==> src/hdl/sfl_params.svh <==
// Offsets, field positions, reset values and timing counts for the status flag latch.
`ifndef SFL_PARAMS_SVH
`define SFL_PARAMS_SVH

`define SFL_STATUS_ADDR 7'h01
`define SFL_CMD_READ 1'b1
`define SFL_CMD_BITS 6'h08
`define SFL_FRAME_BITS 6'h20
`define SFL_WORD_MSB 23

`define SFL_BIT_GENMON 15
`define SFL_BIT_PACE_FIFO_INT 14
`define SFL_BIT_PACE_FIFO_OVERFLOW 13
`define SFL_BIT_PACE_EDGE_FLAG 12
`define SFL_BIT_LON 11
`define SFL_BIT_RR 10
`define SFL_BIT_SAMPLE_SYNC_PULSE 9
`define SFL_BIT_PLL 8
`define SFL_BIT_POSDRV 5
`define SFL_BIT_NEGDRV 4
`define SFL_STATUS_LOW_RESET 16'h0000

`define SFL_ULP_LON_MODE_A 2'h1
`define SFL_ULP_LON_MODE_B 2'h2
`define SFL_RR_CLR_SELF 2'h1
`define SFL_CLR_SELF 1'b1
`define SFL_SELF_CLR_CYCLES 4'h8

`define SFL_GEN_LEADOFF_MS 128
`define SFL_CLK_KHZ 10000

`endif

==> src/hdl/sfl_pkg.sv <==
// Types shared by the status flag latch modules.
package sfl_pkg;

	typedef enum logic [2:0]
	{
		SFL_LON_OFF = 3'b001,
		SFL_LON_WAIT = 3'b010,
		SFL_LON_ARMED = 3'b100
	} sfl_lon_state_t;

endpackage

==> src/hdl/sfl_serial_port.sv <==
// Serial port slave that shifts out the status word and reports the clearing clock.
`timescale 1ns/1ps
`include "sfl_params.svh"
module sfl_serial_port
	import sfl_pkg::*;
(
	// Clock and reset
	input wire logic clk_in,
	input wire logic rst_b_in,
	// Serial pins
	input wire logic sclk_in,
	input wire logic csb_b_in,
	input wire logic sdi_in,
	output logic sdo_out,
	// Status word
	input wire logic [23:0] word_in,
	output logic read_done_out,
	output logic [23:0] snapshot_out
);

	logic [2:0] sclk_s_q;
	logic [1:0] csb_b_s_q;
	logic [1:0] sdi_s_q;
	logic [5:0] cnt_q;
	logic [7:0] cmd_q;
	logic [23:0] shift_q;
	logic rd_ok_q;

	wire rise = sclk_s_q[1] & ~sclk_s_q[2];
	wire fall = ~sclk_s_q[1] & sclk_s_q[2];
	wire active = ~csb_b_s_q[1];
	wire [7:0] cmd_next = {cmd_q[6:0], sdi_s_q[1]};
	wire cmd_last = rise & (cnt_q == `SFL_CMD_BITS - 6'h01);
	wire status_hit = cmd_last & (cmd_next == {`SFL_STATUS_ADDR, `SFL_CMD_READ});
	wire frame_last = rise & rd_ok_q & (cnt_q == `SFL_FRAME_BITS - 6'h01);

	// Pins cross into the clock domain through two flip-flops before any edge detection.
	always_ff @(posedge clk_in)
	begin
		if (!rst_b_in)
		begin
			sclk_s_q <= 3'h0;
			csb_b_s_q <= 2'h3;
			sdi_s_q <= 2'h0;
		end
		else
		begin
			sclk_s_q <= {sclk_s_q[1:0], sclk_in};
			csb_b_s_q <= {csb_b_s_q[0], csb_b_in};
			sdi_s_q <= {sdi_s_q[0], sdi_in};
		end
	end

	always_ff @(posedge clk_in)
	begin
		if (!rst_b_in || !active)
		begin
			cnt_q <= 6'h00;
			cmd_q <= 8'h00;
			rd_ok_q <= 1'b0;
		end
		else if (rise)
		begin
			if (cnt_q != `SFL_FRAME_BITS)
				cnt_q <= cnt_q + 6'h01;
			if (cnt_q < `SFL_CMD_BITS)
				cmd_q <= cmd_next;
			if (status_hit)
				rd_ok_q <= 1'b1;
		end
	end

	// Data leaves on the falling edge so that the host samples it on the rising edge.
	always_ff @(posedge clk_in)
	begin
		if (!rst_b_in)
		begin
			shift_q <= 24'h000000;
			snapshot_out <= 24'h000000;
			sdo_out <= 1'b0;
		end
		else if (status_hit)
		begin
			shift_q <= word_in;
			snapshot_out <= word_in;
		end
		else if (!active)
			sdo_out <= 1'b0;
		else if (fall && rd_ok_q)
		begin
			sdo_out <= shift_q[`SFL_WORD_MSB];
			shift_q <= {shift_q[22:0], 1'b0};
		end
	end

	always_ff @(posedge clk_in)
	begin
		if (!rst_b_in)
			read_done_out <= 1'b0;
		else
			read_done_out <= frame_last;
	end

endmodule

==> src/hdl/sfl_status_latch.sv <==
// Lower sixteen bits of the status word: sticky flags, lead-off timers and leads-on arming.
`timescale 1ns/1ps
`include "sfl_params.svh"
// Overview of operation
// - Bit 15 sets after either drive generator is lead-off for 128 ms.
// - Sticky flags other than bit 13 follow their condition, then hold until the 32nd clock of a read or their self-clear.
// - Bit 14 is high while any pace record waits to be read.
// - Bit 13 sets on pace overflow and holds until FIFO reset or synchronise.
// - Bit 12 follows live pace edges; clearing obeys the pace edge clear mode.
// - Bit 11 asserts when the leads-on enable field becomes 01 or 10.
// - Once armed, bit 11 follows leads-on and then holds until a status read.
// - Bit 10 sets on each new R event; clearing obeys the R-event clear mode.
// - Bit 9 pulses on base-rate instants at the selected interval and clear mode.
// - Bit 8 reports PLL unlock only while the ECG or BioZ channel runs.
// - Bits 5 and 4 report each generator lead-off for 128 ms.
// - Bits 3..0: positive high, positive low, negative high, negative low.
// - Bits 3..0 set with the DC lead-off interrupt while DC lead-off detection is enabled, and hold until a read.
// - Every flag is active high whether or not its interrupt is enabled.
module sfl_status_latch
	import sfl_pkg::*;
#(
	parameter int unsigned GEN_LEADOFF_CYCLES = `SFL_GEN_LEADOFF_MS * `SFL_CLK_KHZ
)
(
	// Clock and reset
	input wire logic clk_in,
	input wire logic rst_b_in,
	// Serial port
	input wire logic sclk_in,
	input wire logic csb_b_in,
	input wire logic sdi_in,
	output logic sdo_out,
	// Upper status byte from neighbouring logic
	input wire logic [7:0] status_high_in,
	// Drive generator comparators
	input wire logic pos_drive_output_leadoff_in,
	input wire logic neg_drive_output_leadoff_in,
	// Pace logic
	input wire logic pace_records_avail_in,
	input wire logic pace_overflow_evt_in,
	input wire logic fifo_reset_in,
	input wire logic synchronise_command_in,
	input wire logic pace_edge_evt_in,
	input wire logic pace_edge_clear_mode_in,
	// R-event and sample timing
	input wire logic r_event_evt_in,
	input wire logic [1:0] r_event_clear_mode_in,
	input wire logic sample_instant_in,
	input wire logic [1:0] sample_interval_sel_in,
	input wire logic sample_clear_mode_in,
	// PLL and channel power
	input wire logic pll_locked_in,
	input wire logic ecg_enable_in,
	input wire logic bioz_enable_in,
	// Leads-on detection
	input wire logic [1:0] ulp_leads_on_enable_in,
	input wire logic leads_on_detect_in,
	// DC lead-off detection
	input wire logic dc_leadoff_int_in,
	input wire logic dc_leadoff_detect_en_in,
	input wire logic pos_above_high_in,
	input wire logic pos_below_low_in,
	input wire logic neg_above_high_in,
	input wire logic neg_below_low_in,
	// Status flags
	output logic [15:0] status_low_out
);

	localparam logic [20:0] GEN_LIM = 21'(GEN_LEADOFF_CYCLES - 1);

	function automatic logic sticky(input logic set, input logic held, input logic clr);
		return set | (held & ~clr);
	endfunction

	logic [15:0] status_low_q;
	logic [15:0] status_low_d;
	logic [7:0] meta_q;
	logic [7:0] sync_q;
	logic [3:0] sample_sync_pulse_div_q;
	sfl_lon_state_t lon_q;
	sfl_lon_state_t lon_d;
	logic rd_done;
	logic [23:0] snap;
	logic [1:0] gen_met;
	logic [2:0] mode_d;

	wire [7:0] async_raw = {pll_locked_in, leads_on_detect_in, pos_drive_output_leadoff_in,
		neg_drive_output_leadoff_in, pos_above_high_in, pos_below_low_in, neg_above_high_in, neg_below_low_in};
	wire pll_locked = sync_q[7];
	wire leads_on = sync_q[6];
	wire [1:0] gen_off = sync_q[5:4];
	wire [3:0] ldoff_cmp = sync_q[3:0];

	always_ff @(posedge clk_in)
	begin
		if (!rst_b_in)
		begin
			meta_q <= 8'h00;
			sync_q <= 8'h00;
		end
		else
		begin
			meta_q <= async_raw;
			sync_q <= meta_q;
		end
	end

	sfl_serial_port u_port
	(
		.clk_in(clk_in),
		.rst_b_in(rst_b_in),
		.sclk_in(sclk_in),
		.csb_b_in(csb_b_in),
		.sdi_in(sdi_in),
		.sdo_out(sdo_out),
		.word_in({status_high_in, status_low_q}),
		.read_done_out(rd_done),
		.snapshot_out(snap)
	);

	// A read clears only the bits it reported, so a flag that rose mid-frame survives.
	wire [15:0] rd_clr = {16{rd_done}} & snap[15:0];

	genvar gi;
	generate
		for (gi = 0; gi < 2; gi++)
		begin : g_gen
			logic [20:0] cnt_q;
			always_ff @(posedge clk_in)
			begin
				if (!rst_b_in || !gen_off[gi])
					cnt_q <= 21'h00000;
				else if (cnt_q != GEN_LIM)
					cnt_q <= cnt_q + 21'h00001;
			end
			assign gen_met[gi] = gen_off[gi] & (cnt_q == GEN_LIM);
		end
	endgenerate

	// Flags with a selectable clear: 0 is pace edge, 1 is R event, 2 is sample pulse.
	function automatic logic [3:0] sample_sync_pulse_last(input logic [1:0] sel);
		return (sel == 2'h0) ? 4'h0 : (sel == 2'h1) ? 4'h1 : (sel == 2'h2) ? 4'h3 : 4'hf;
	endfunction

	wire sample_sync_pulse_fire = sample_instant_in & (sample_sync_pulse_div_q == sample_sync_pulse_last(sample_interval_sel_in));
	wire [2:0] mode_set = {sample_sync_pulse_fire, r_event_evt_in, pace_edge_evt_in};
	wire [2:0] mode_self = {sample_clear_mode_in == `SFL_CLR_SELF, r_event_clear_mode_in == `SFL_RR_CLR_SELF,
		pace_edge_clear_mode_in == `SFL_CLR_SELF};
	wire [2:0] mode_q = {status_low_q[`SFL_BIT_SAMPLE_SYNC_PULSE], status_low_q[`SFL_BIT_RR], status_low_q[`SFL_BIT_PACE_EDGE_FLAG]};
	wire [2:0] mode_rd = {rd_clr[`SFL_BIT_SAMPLE_SYNC_PULSE], rd_clr[`SFL_BIT_RR], rd_clr[`SFL_BIT_PACE_EDGE_FLAG]};

	always_ff @(posedge clk_in)
	begin
		if (!rst_b_in)
			sample_sync_pulse_div_q <= 4'h0;
		else if (sample_sync_pulse_fire)
			sample_sync_pulse_div_q <= 4'h0;
		else if (sample_instant_in)
			sample_sync_pulse_div_q <= sample_sync_pulse_div_q + 4'h1;
	end

	generate
		for (gi = 0; gi < 3; gi++)
		begin : g_mode
			logic [3:0] age_q;
			wire aged = age_q == `SFL_SELF_CLR_CYCLES - 4'h1;
			wire clr = mode_self[gi] ? (mode_q[gi] & aged) : mode_rd[gi];
			always_ff @(posedge clk_in)
			begin
				if (!rst_b_in || mode_set[gi] || !mode_q[gi])
					age_q <= 4'h0;
				else if (!aged)
					age_q <= age_q + 4'h1;
			end
			assign mode_d[gi] = sticky(mode_set[gi], mode_q[gi], clr);
		end
	endgenerate

	// Leads-on arming: enabling raises the flag, the next read arms live detection.
	wire ulp_on = (ulp_leads_on_enable_in == `SFL_ULP_LON_MODE_A) | (ulp_leads_on_enable_in == `SFL_ULP_LON_MODE_B);
	wire lon_set = ((lon_q == SFL_LON_OFF) & ulp_on) | ((lon_q == SFL_LON_ARMED) & leads_on);

	always_comb
	begin
		lon_d = lon_q;
		unique case (lon_q)
			SFL_LON_OFF:
				if (ulp_on)
					lon_d = SFL_LON_WAIT;
			SFL_LON_WAIT:
				if (!ulp_on)
					lon_d = SFL_LON_OFF;
				else if (rd_clr[`SFL_BIT_LON])
					lon_d = SFL_LON_ARMED;
			SFL_LON_ARMED:
				if (!ulp_on)
					lon_d = SFL_LON_OFF;
			default:
				lon_d = SFL_LON_OFF;
		endcase
	end

	wire genmon_d = sticky(|gen_met, status_low_q[`SFL_BIT_GENMON], rd_clr[`SFL_BIT_GENMON]);
	wire pace_fifo_int_d = pace_records_avail_in;
	wire pace_fifo_overflow_d = sticky(pace_overflow_evt_in, status_low_q[`SFL_BIT_PACE_FIFO_OVERFLOW],
		fifo_reset_in | synchronise_command_in);
	wire lon_flag_d = sticky(lon_set, status_low_q[`SFL_BIT_LON], rd_clr[`SFL_BIT_LON]);
	wire pll_d = sticky((ecg_enable_in | bioz_enable_in) & ~pll_locked, status_low_q[`SFL_BIT_PLL],
		rd_clr[`SFL_BIT_PLL]);
	wire posdrv_d = sticky(gen_met[1], status_low_q[`SFL_BIT_POSDRV], rd_clr[`SFL_BIT_POSDRV]);
	wire negdrv_d = sticky(gen_met[0], status_low_q[`SFL_BIT_NEGDRV], rd_clr[`SFL_BIT_NEGDRV]);
	wire [3:0] ld_set = {4{dc_leadoff_int_in & dc_leadoff_detect_en_in}} & ldoff_cmp;
	wire [3:0] ld_d = ld_set | (status_low_q[3:0] & ~rd_clr[3:0]);

	assign status_low_d = {genmon_d, pace_fifo_int_d, pace_fifo_overflow_d, mode_d[0], lon_flag_d, mode_d[1], mode_d[2], pll_d,
		2'b00, posdrv_d, negdrv_d, ld_d};

	always_ff @(posedge clk_in)
	begin
		if (!rst_b_in)
		begin
			status_low_q <= `SFL_STATUS_LOW_RESET;
			lon_q <= SFL_LON_OFF;
		end
		else
		begin
			status_low_q <= status_low_d;
			lon_q <= lon_d;
		end
	end

	assign status_low_out = status_low_q;

endmodule

==> config.mk <==
export PLATFORM = sky130hd
export DESIGN_NAME = sfl_status_latch
export DESIGN_NICKNAME = d
export VERILOG_FILES = /design/src/hdl/sfl_pkg.sv /design/src/hdl/sfl_serial_port.sv /design/src/hdl/sfl_status_latch.sv
export VERILOG_INCLUDE_DIRS = /design/src /design/src/hdl
export SDC_FILE = /design/constraint.sdc
export NUM_CORES = 1
export LEC_CHECK = 0
export BUFFER_PORTS_ARGS = -buffer_cell sky130_fd_sc_hd__clkbuf_2
export CAP_MARGIN = 20
export CORE_ASPECT_RATIO = 1.2
export CORE_MARGIN = 2
export CORE_UTILIZATION = 63
export CTS_CLUSTER_DIAMETER = 50
export CTS_CLUSTER_SIZE = 30
export DETAILED_ROUTE_END_ITERATION = 8
export PLACE_DENSITY_LB_ADDON = 0.05
export SYNTH_ARGS = -nofsm -noshare
export SYNTH_HDL_FRONTEND = slang
export SYNTH_SLANG_ARGS = --single-unit
==> constraint.sdc <==
create_clock -name clk_in -period 4.54 [get_ports clk_in]
set_input_delay 1.362 -clock clk_in [delete_from_list [all_inputs] [get_ports clk_in]]
set_output_delay 1.362 -clock clk_in [all_outputs]
set_load 0.02 [all_outputs]
# == Yosys cells after proc, flatten, opt, wreduce, memory -nomap -nowiden ==
# Index checks and enable logic that the tools add are counted.
# Widths: inputs -> output; s select.
# totals
regBits,154
output_inout_bits,17
elab_cells,152
# op_classes
addsub,7
order_cmp,1
n_eq_ne,24
n_mux,16
bitwise,57
reduce_logical,27
# op_table
operator,n
$mux 24,3
$add 21x1->21 const B,2
$eq 21x21->1 const B,2
$ne 21x21->1 const B,2
$and 1x1->1,25
$add 4x1->4 const B,4
$and 16x16->16,1
$not 1->1,14
$or 1x1->1,13
$eq 4x3->1 const B,3
$mux 3,4
$mux 4,3
$reduce_and 2->1,5
$logic_or 1x1->1,9
$pmux 3 s3,1
$and 4x4->4,2
$eq 8x2->1 const B,1
$add 6x1->6 const B,1
$eq 2x1->1 const B,3
$eq 6x3->1 const B,1
$eq 6x5->1 const B,1
$logic_not 1->1,6
$lt 6x4->1 const B,1
$ne 2x2->1 const B,3
other kinds (15),22

# == Longest topological paths before layout ==
# logic_depth
word_depth,8
ltp_mapped,8
ltp_nobuf,6

# == Cells and area by module ==
# A second synthesis with hierarchy kept.
# hier_totals
hier_cells,776
hier_area_um2,7144.4
# by_module_without_submodules
mod,instances,cells_each,area_each_um2
sfl_status_latch,1,424,3920.0
sfl_serial_port,1,352,3224.3

# == Worst setup path before layout ==
# No wires, ideal clock.
# synth_timing
kind,input-to-reg
start,input sample_interval_sel_in[1]
end,register g_mode[2].age_q[1]
setup_time_ns,0.123
arrival_ns,2.335
required_ns,4.417
slack_ns,2.082
stages,5
path_buffers,0
cell_sequence,or3b_2 a21boi_0 o221ai_1 nand2_1 nor3b_1
# synth_via
elab_chain_cells,8
elab_cells_between_ends,10
cone_classes,eq/ne (3); mux (3); bitwise (1); reduce/logical (3)
# synth_rtl
element,line,text
from (decl),sfl_status_latch.sv:49,"input wire logic [1:0] sample_interval_sel_in,"
$eq 2x2->1,sfl_status_latch.sv:142,return (sel == 2'h0) ? 4'h0 : (sel == 2'h1) ? 4'h1 : (sel == 2'h2) ? 4'h3 : 4'hf;
$mux 4 (2 in series),sfl_status_latch.sv:142,
$mux 4 *,sfl_status_latch.sv:142,
$eq 4x4->1 *,sfl_status_latch.sv:145,wire sample_sync_pulse_fire = sample_instant_in & (sample_sync_pulse_div_q == sample_sync_pulse_last(sample_in ...
$and 1x1->1 *,sfl_status_latch.sv:145,
$logic_or 1x1->1 * (2 in series),sfl_status_latch.sv:170,if (!rst_b_in || mode_set[gi] || !mode_q[gi])
to (signal assigned),sfl_status_latch.sv:173,age_q <= age_q + 4'h1;
to (decl),sfl_status_latch.sv:165,logic [3:0] age_q;
# Mark *: on every way between the ends. The rest lies on a longest branch, timed or not.
# A chain may end at the register's enable or synchronous reset.

# == Final worst setup path ==
# layout_timing
start,input rst_b_in
end,register g_gen[1].cnt_q[9]
# layout_via
elab_chain_cells,2
# layout_rtl
element,line,text
from (decl),sfl_status_latch.sv:27,"input wire logic rst_b_in,"
$logic_not 1->1,-,
$logic_or 1x1->1,sfl_status_latch.sv:131,if (!rst_b_in || !gen_off[gi])
to (signal assigned),sfl_status_latch.sv:134,cnt_q <= cnt_q + 21'h00001;
to (decl),sfl_status_latch.sv:128,logic [20:0] cnt_q;
# No other way between the ends.

==> run metrics <==
origin of the critical flop-to-flop path=g_gen[1].cnt_q[0]; Power Density=413 mW/mm^2; Hold Crit Start=u_port.csb_b_s_q[0]; final setup vio count=0; crit share post-route=0.616; layout cells sized above 1=0.131; clock slew at reported path FFs=around 60 ps; DR WL/cell=~15 um; cell class contributing the biggest share of worst-path delay=simple AND/OR/NAND/NOR gates; # hold bufs at CTS=0; placed insts=807; Final WS setup=between 1500 and 2000 ps; total core area=0.00908 mm^2; gr busiest metal=met2; Yosys top cell area share=0.507; Critical Path, Cell by Cell=clkbuf_2 > nand2_1 > or4_1 > nand2_1; CP startpoint=rst_b_in; number of antenna violations at the first check in global routing=0; VDD IR max=approximately 0.33 mV; antenna-violating nets left=0; post-synthesis sequential area ratio=0.507; Final Power=0.00282 W; Least-Margin Pin Slew=just under 900 ps; max incr delay on CP=640 ps; Critical Path Start Type=input port; Hold Crit Class=register to register; Detailed Routing Iterations Pass 1=6; CP bufs+invs=1; met3 Use GR=0.0544; Final Skew=roughly 8.5 ps; top-count cell post-synth=dfxtp_1; max_cap viols=0; Async S/R FF share, synth=0; Syn Inst Count=between 600 and 700; grt met2 use=0.431; vias=4858; fin nets=754; Routed WL=12.2 mm; Max FO, Critical Path=40; # DRC=0; # rows=38; die area=0.0102 mm^2; total track usage=0.250; routability cong.=0.784; HPWL Detailed=8.09 mm; top_reg_cell synth=dfxtp_1; htree depth=4; DP Area=0.00626 mm^2; Post-synth EDFFs=0; Max Root-Sink Buffers=2; global-route wire length before repair=slightly above 20 mm; vias in the first global route=4596; largest net degree at the start of global routing=41; met1 GRT Util=0.300; CP Data Arrival Time=3250 ps; # IOs=57; minimum clock period=2790 ps; Design Area, Final=0.00684 mm^2; post-synth top area cell=dfxtp_1; post-CTS setup repair buffer count=0; Ys Warns=0; DRT iter0 DRCs=~370; Die Height=110 um; Fmax=358 MHz; status=complete, no violations; Starting Density=0.652; Leak=about 2.6 nW; clock sink total=150; port bufs=54; Synth top cells by count=dfxtp_1, nor2_1, nand2_1; clock latency on the worst-skew pair=520 ps; Crit path top cell by count=nand2_1; RSZ-0062 raised after global routing=no; Overflow after GRT=0; top post-synthesis cells by area=dfxtp_1, nor2_1, xor2_1; Die W=92.5 um; Worst path slowest cell=or4_1; Via density=5.80; setup TNS=0 ps; endpoints failing hold=0; total CTS buffers=17; data required time of the critical path=4990 ps; synthesized flop and latch total=150; Post-CTS Resized=0; Layout Cells excl Fill=838; Slew Limit Fails=0; Critical Path Sink Type=register; Avg Cell Area, Syn=around 9.0 um^2; Ant. Diodes=0; Place WS=1200 ps; root buffer cell=clkbuf_8; Cell variety after synth=53; CTS tree=yes; Setup Crit Path Kind=input port to register; Synth Cell Area=0.00592 mm^2; Syn-to-layout area delta=15.5%; headroom to the max-slew limit=0.399
==> area by class of cell <==
class | count | area [um^2]
sequential | 150 | 3000
multi-input combinational | 445 | 2680
fill | 660 | 2240
clock buffer | 18 | 428
timing repair buffer | 58 | 300
clock inverter | 13 | 155
tap | 120 | 150
inverter | 34 | 128
==> stage by stage <==
| stage | hold slack, ps | util |
|---|---|---|
| 2_1_floorplan | 386 | - |
| 4_1_cts | 422 | 0.754 |
| 3_3_place_gp | 406 | 0.689 |
| 3_5_place_dp | 406 | 0.689 |
| 6_report | 416 | 0.754 |
| 5_1_grt | 444 | 0.754 |
==> metal layers <==
layer,share of wire,vias up
met5,0,-
met4,0.023,0
met3,0.044,27
met2,0.49,133
met1,0.44,2313
li1,-,2385
==> power by group <==
| group | switching (W) | internal [W] | leakage [nW] |
|---|---|---|---|
| Sequential | 0.0000182 | 0.00134 | 1.22 |
| Combinational | 0.0000526 | 0.0000386 | 1.15 |
| Clock | 0.000532 | 0.000846 | 0.283 |
| Total | 0.000603 | 0.00222 | 2.65 |
==> worst register-to-register path, stage by stage (launching register included) <==
cell     delay (ps)
dfxtp_1         400
ha_1            260
nand4_1         200
or3_1           620
or2_2           430
xnor2_1         160
nor2_1           60
==> kinds of logic after synthesis <==
kind of cell	synth area share
buf+inv	0.0414
mux	0.0220
fa+ha+maj	0.0169
compound gates	0.123
flops	0.507
xor+xnor	0.0621
simple gates	0.227
other cells	0.000633
==> registers in the layout, summed over array words and instances (netlist names) <==
register and flops:
u_port.sdi_s_q 2, u_port.cmd_q 7, u_port.snapshot_out 12, sample_sync_pulse_div_q 4
u_port.cnt_q 6, u_port.csb_b_s_q 2, sync_q 8, status_low_out 14
lon_q 3, g_gen.cnt_q 42, u_port.sclk_s_q 3, u_port.sdo_out 1
u_port.rd_ok_q 1, u_port.read_done_out 1, u_port.shift_q 24, meta_q 8
g_mode.age_q 12
==> cell usage in the layout (no fill, tap or decap), types with 3 or more instances in the layout <==
master        n
clkbuf_16    16
nand2_1      64
nand2b_1      5
or3_1         7
nand4_1      11
and3_1        3
bufinv_16     3
a31oi_1       4
nor2_1       86
xnor2_1      14
buf_4         4
nor2b_1       3
a22oi_1       5
a32oi_1       4
nand3b_1      8
ha_1          8
a222oi_1     20
dfxtp_1     150
a21oi_1      33
inv_1        33
nand3_1      25
or4_1         3
clkinv_2      5
and2_1       23
clkinvlp_4    3
o21ai_0      18
xor2_1       28
nor4_1        8
nor3_1       13
o211ai_1      4
clkbuf_2     54
mux2i_1      13
o2111ai_1     5
==> path summary, 6_finish.rpt <==
| path | endpoint | slack [ps] | cells past startpoint |
|---|---|---|---|
| setup reg to reg | g_gen[1].cnt_q[0] | 2280 | 6 |
| hold reg to reg | u_port.csb_b_s_q[1] | 420 | 1 |
| setup / recovery | g_gen[1].cnt_q[9] | 1750 | 4 |
| hold / removal | u_port.csb_b_s_q[1] | 420 | 1 |
No activity file was read; power rests on OpenSTA's default activity.
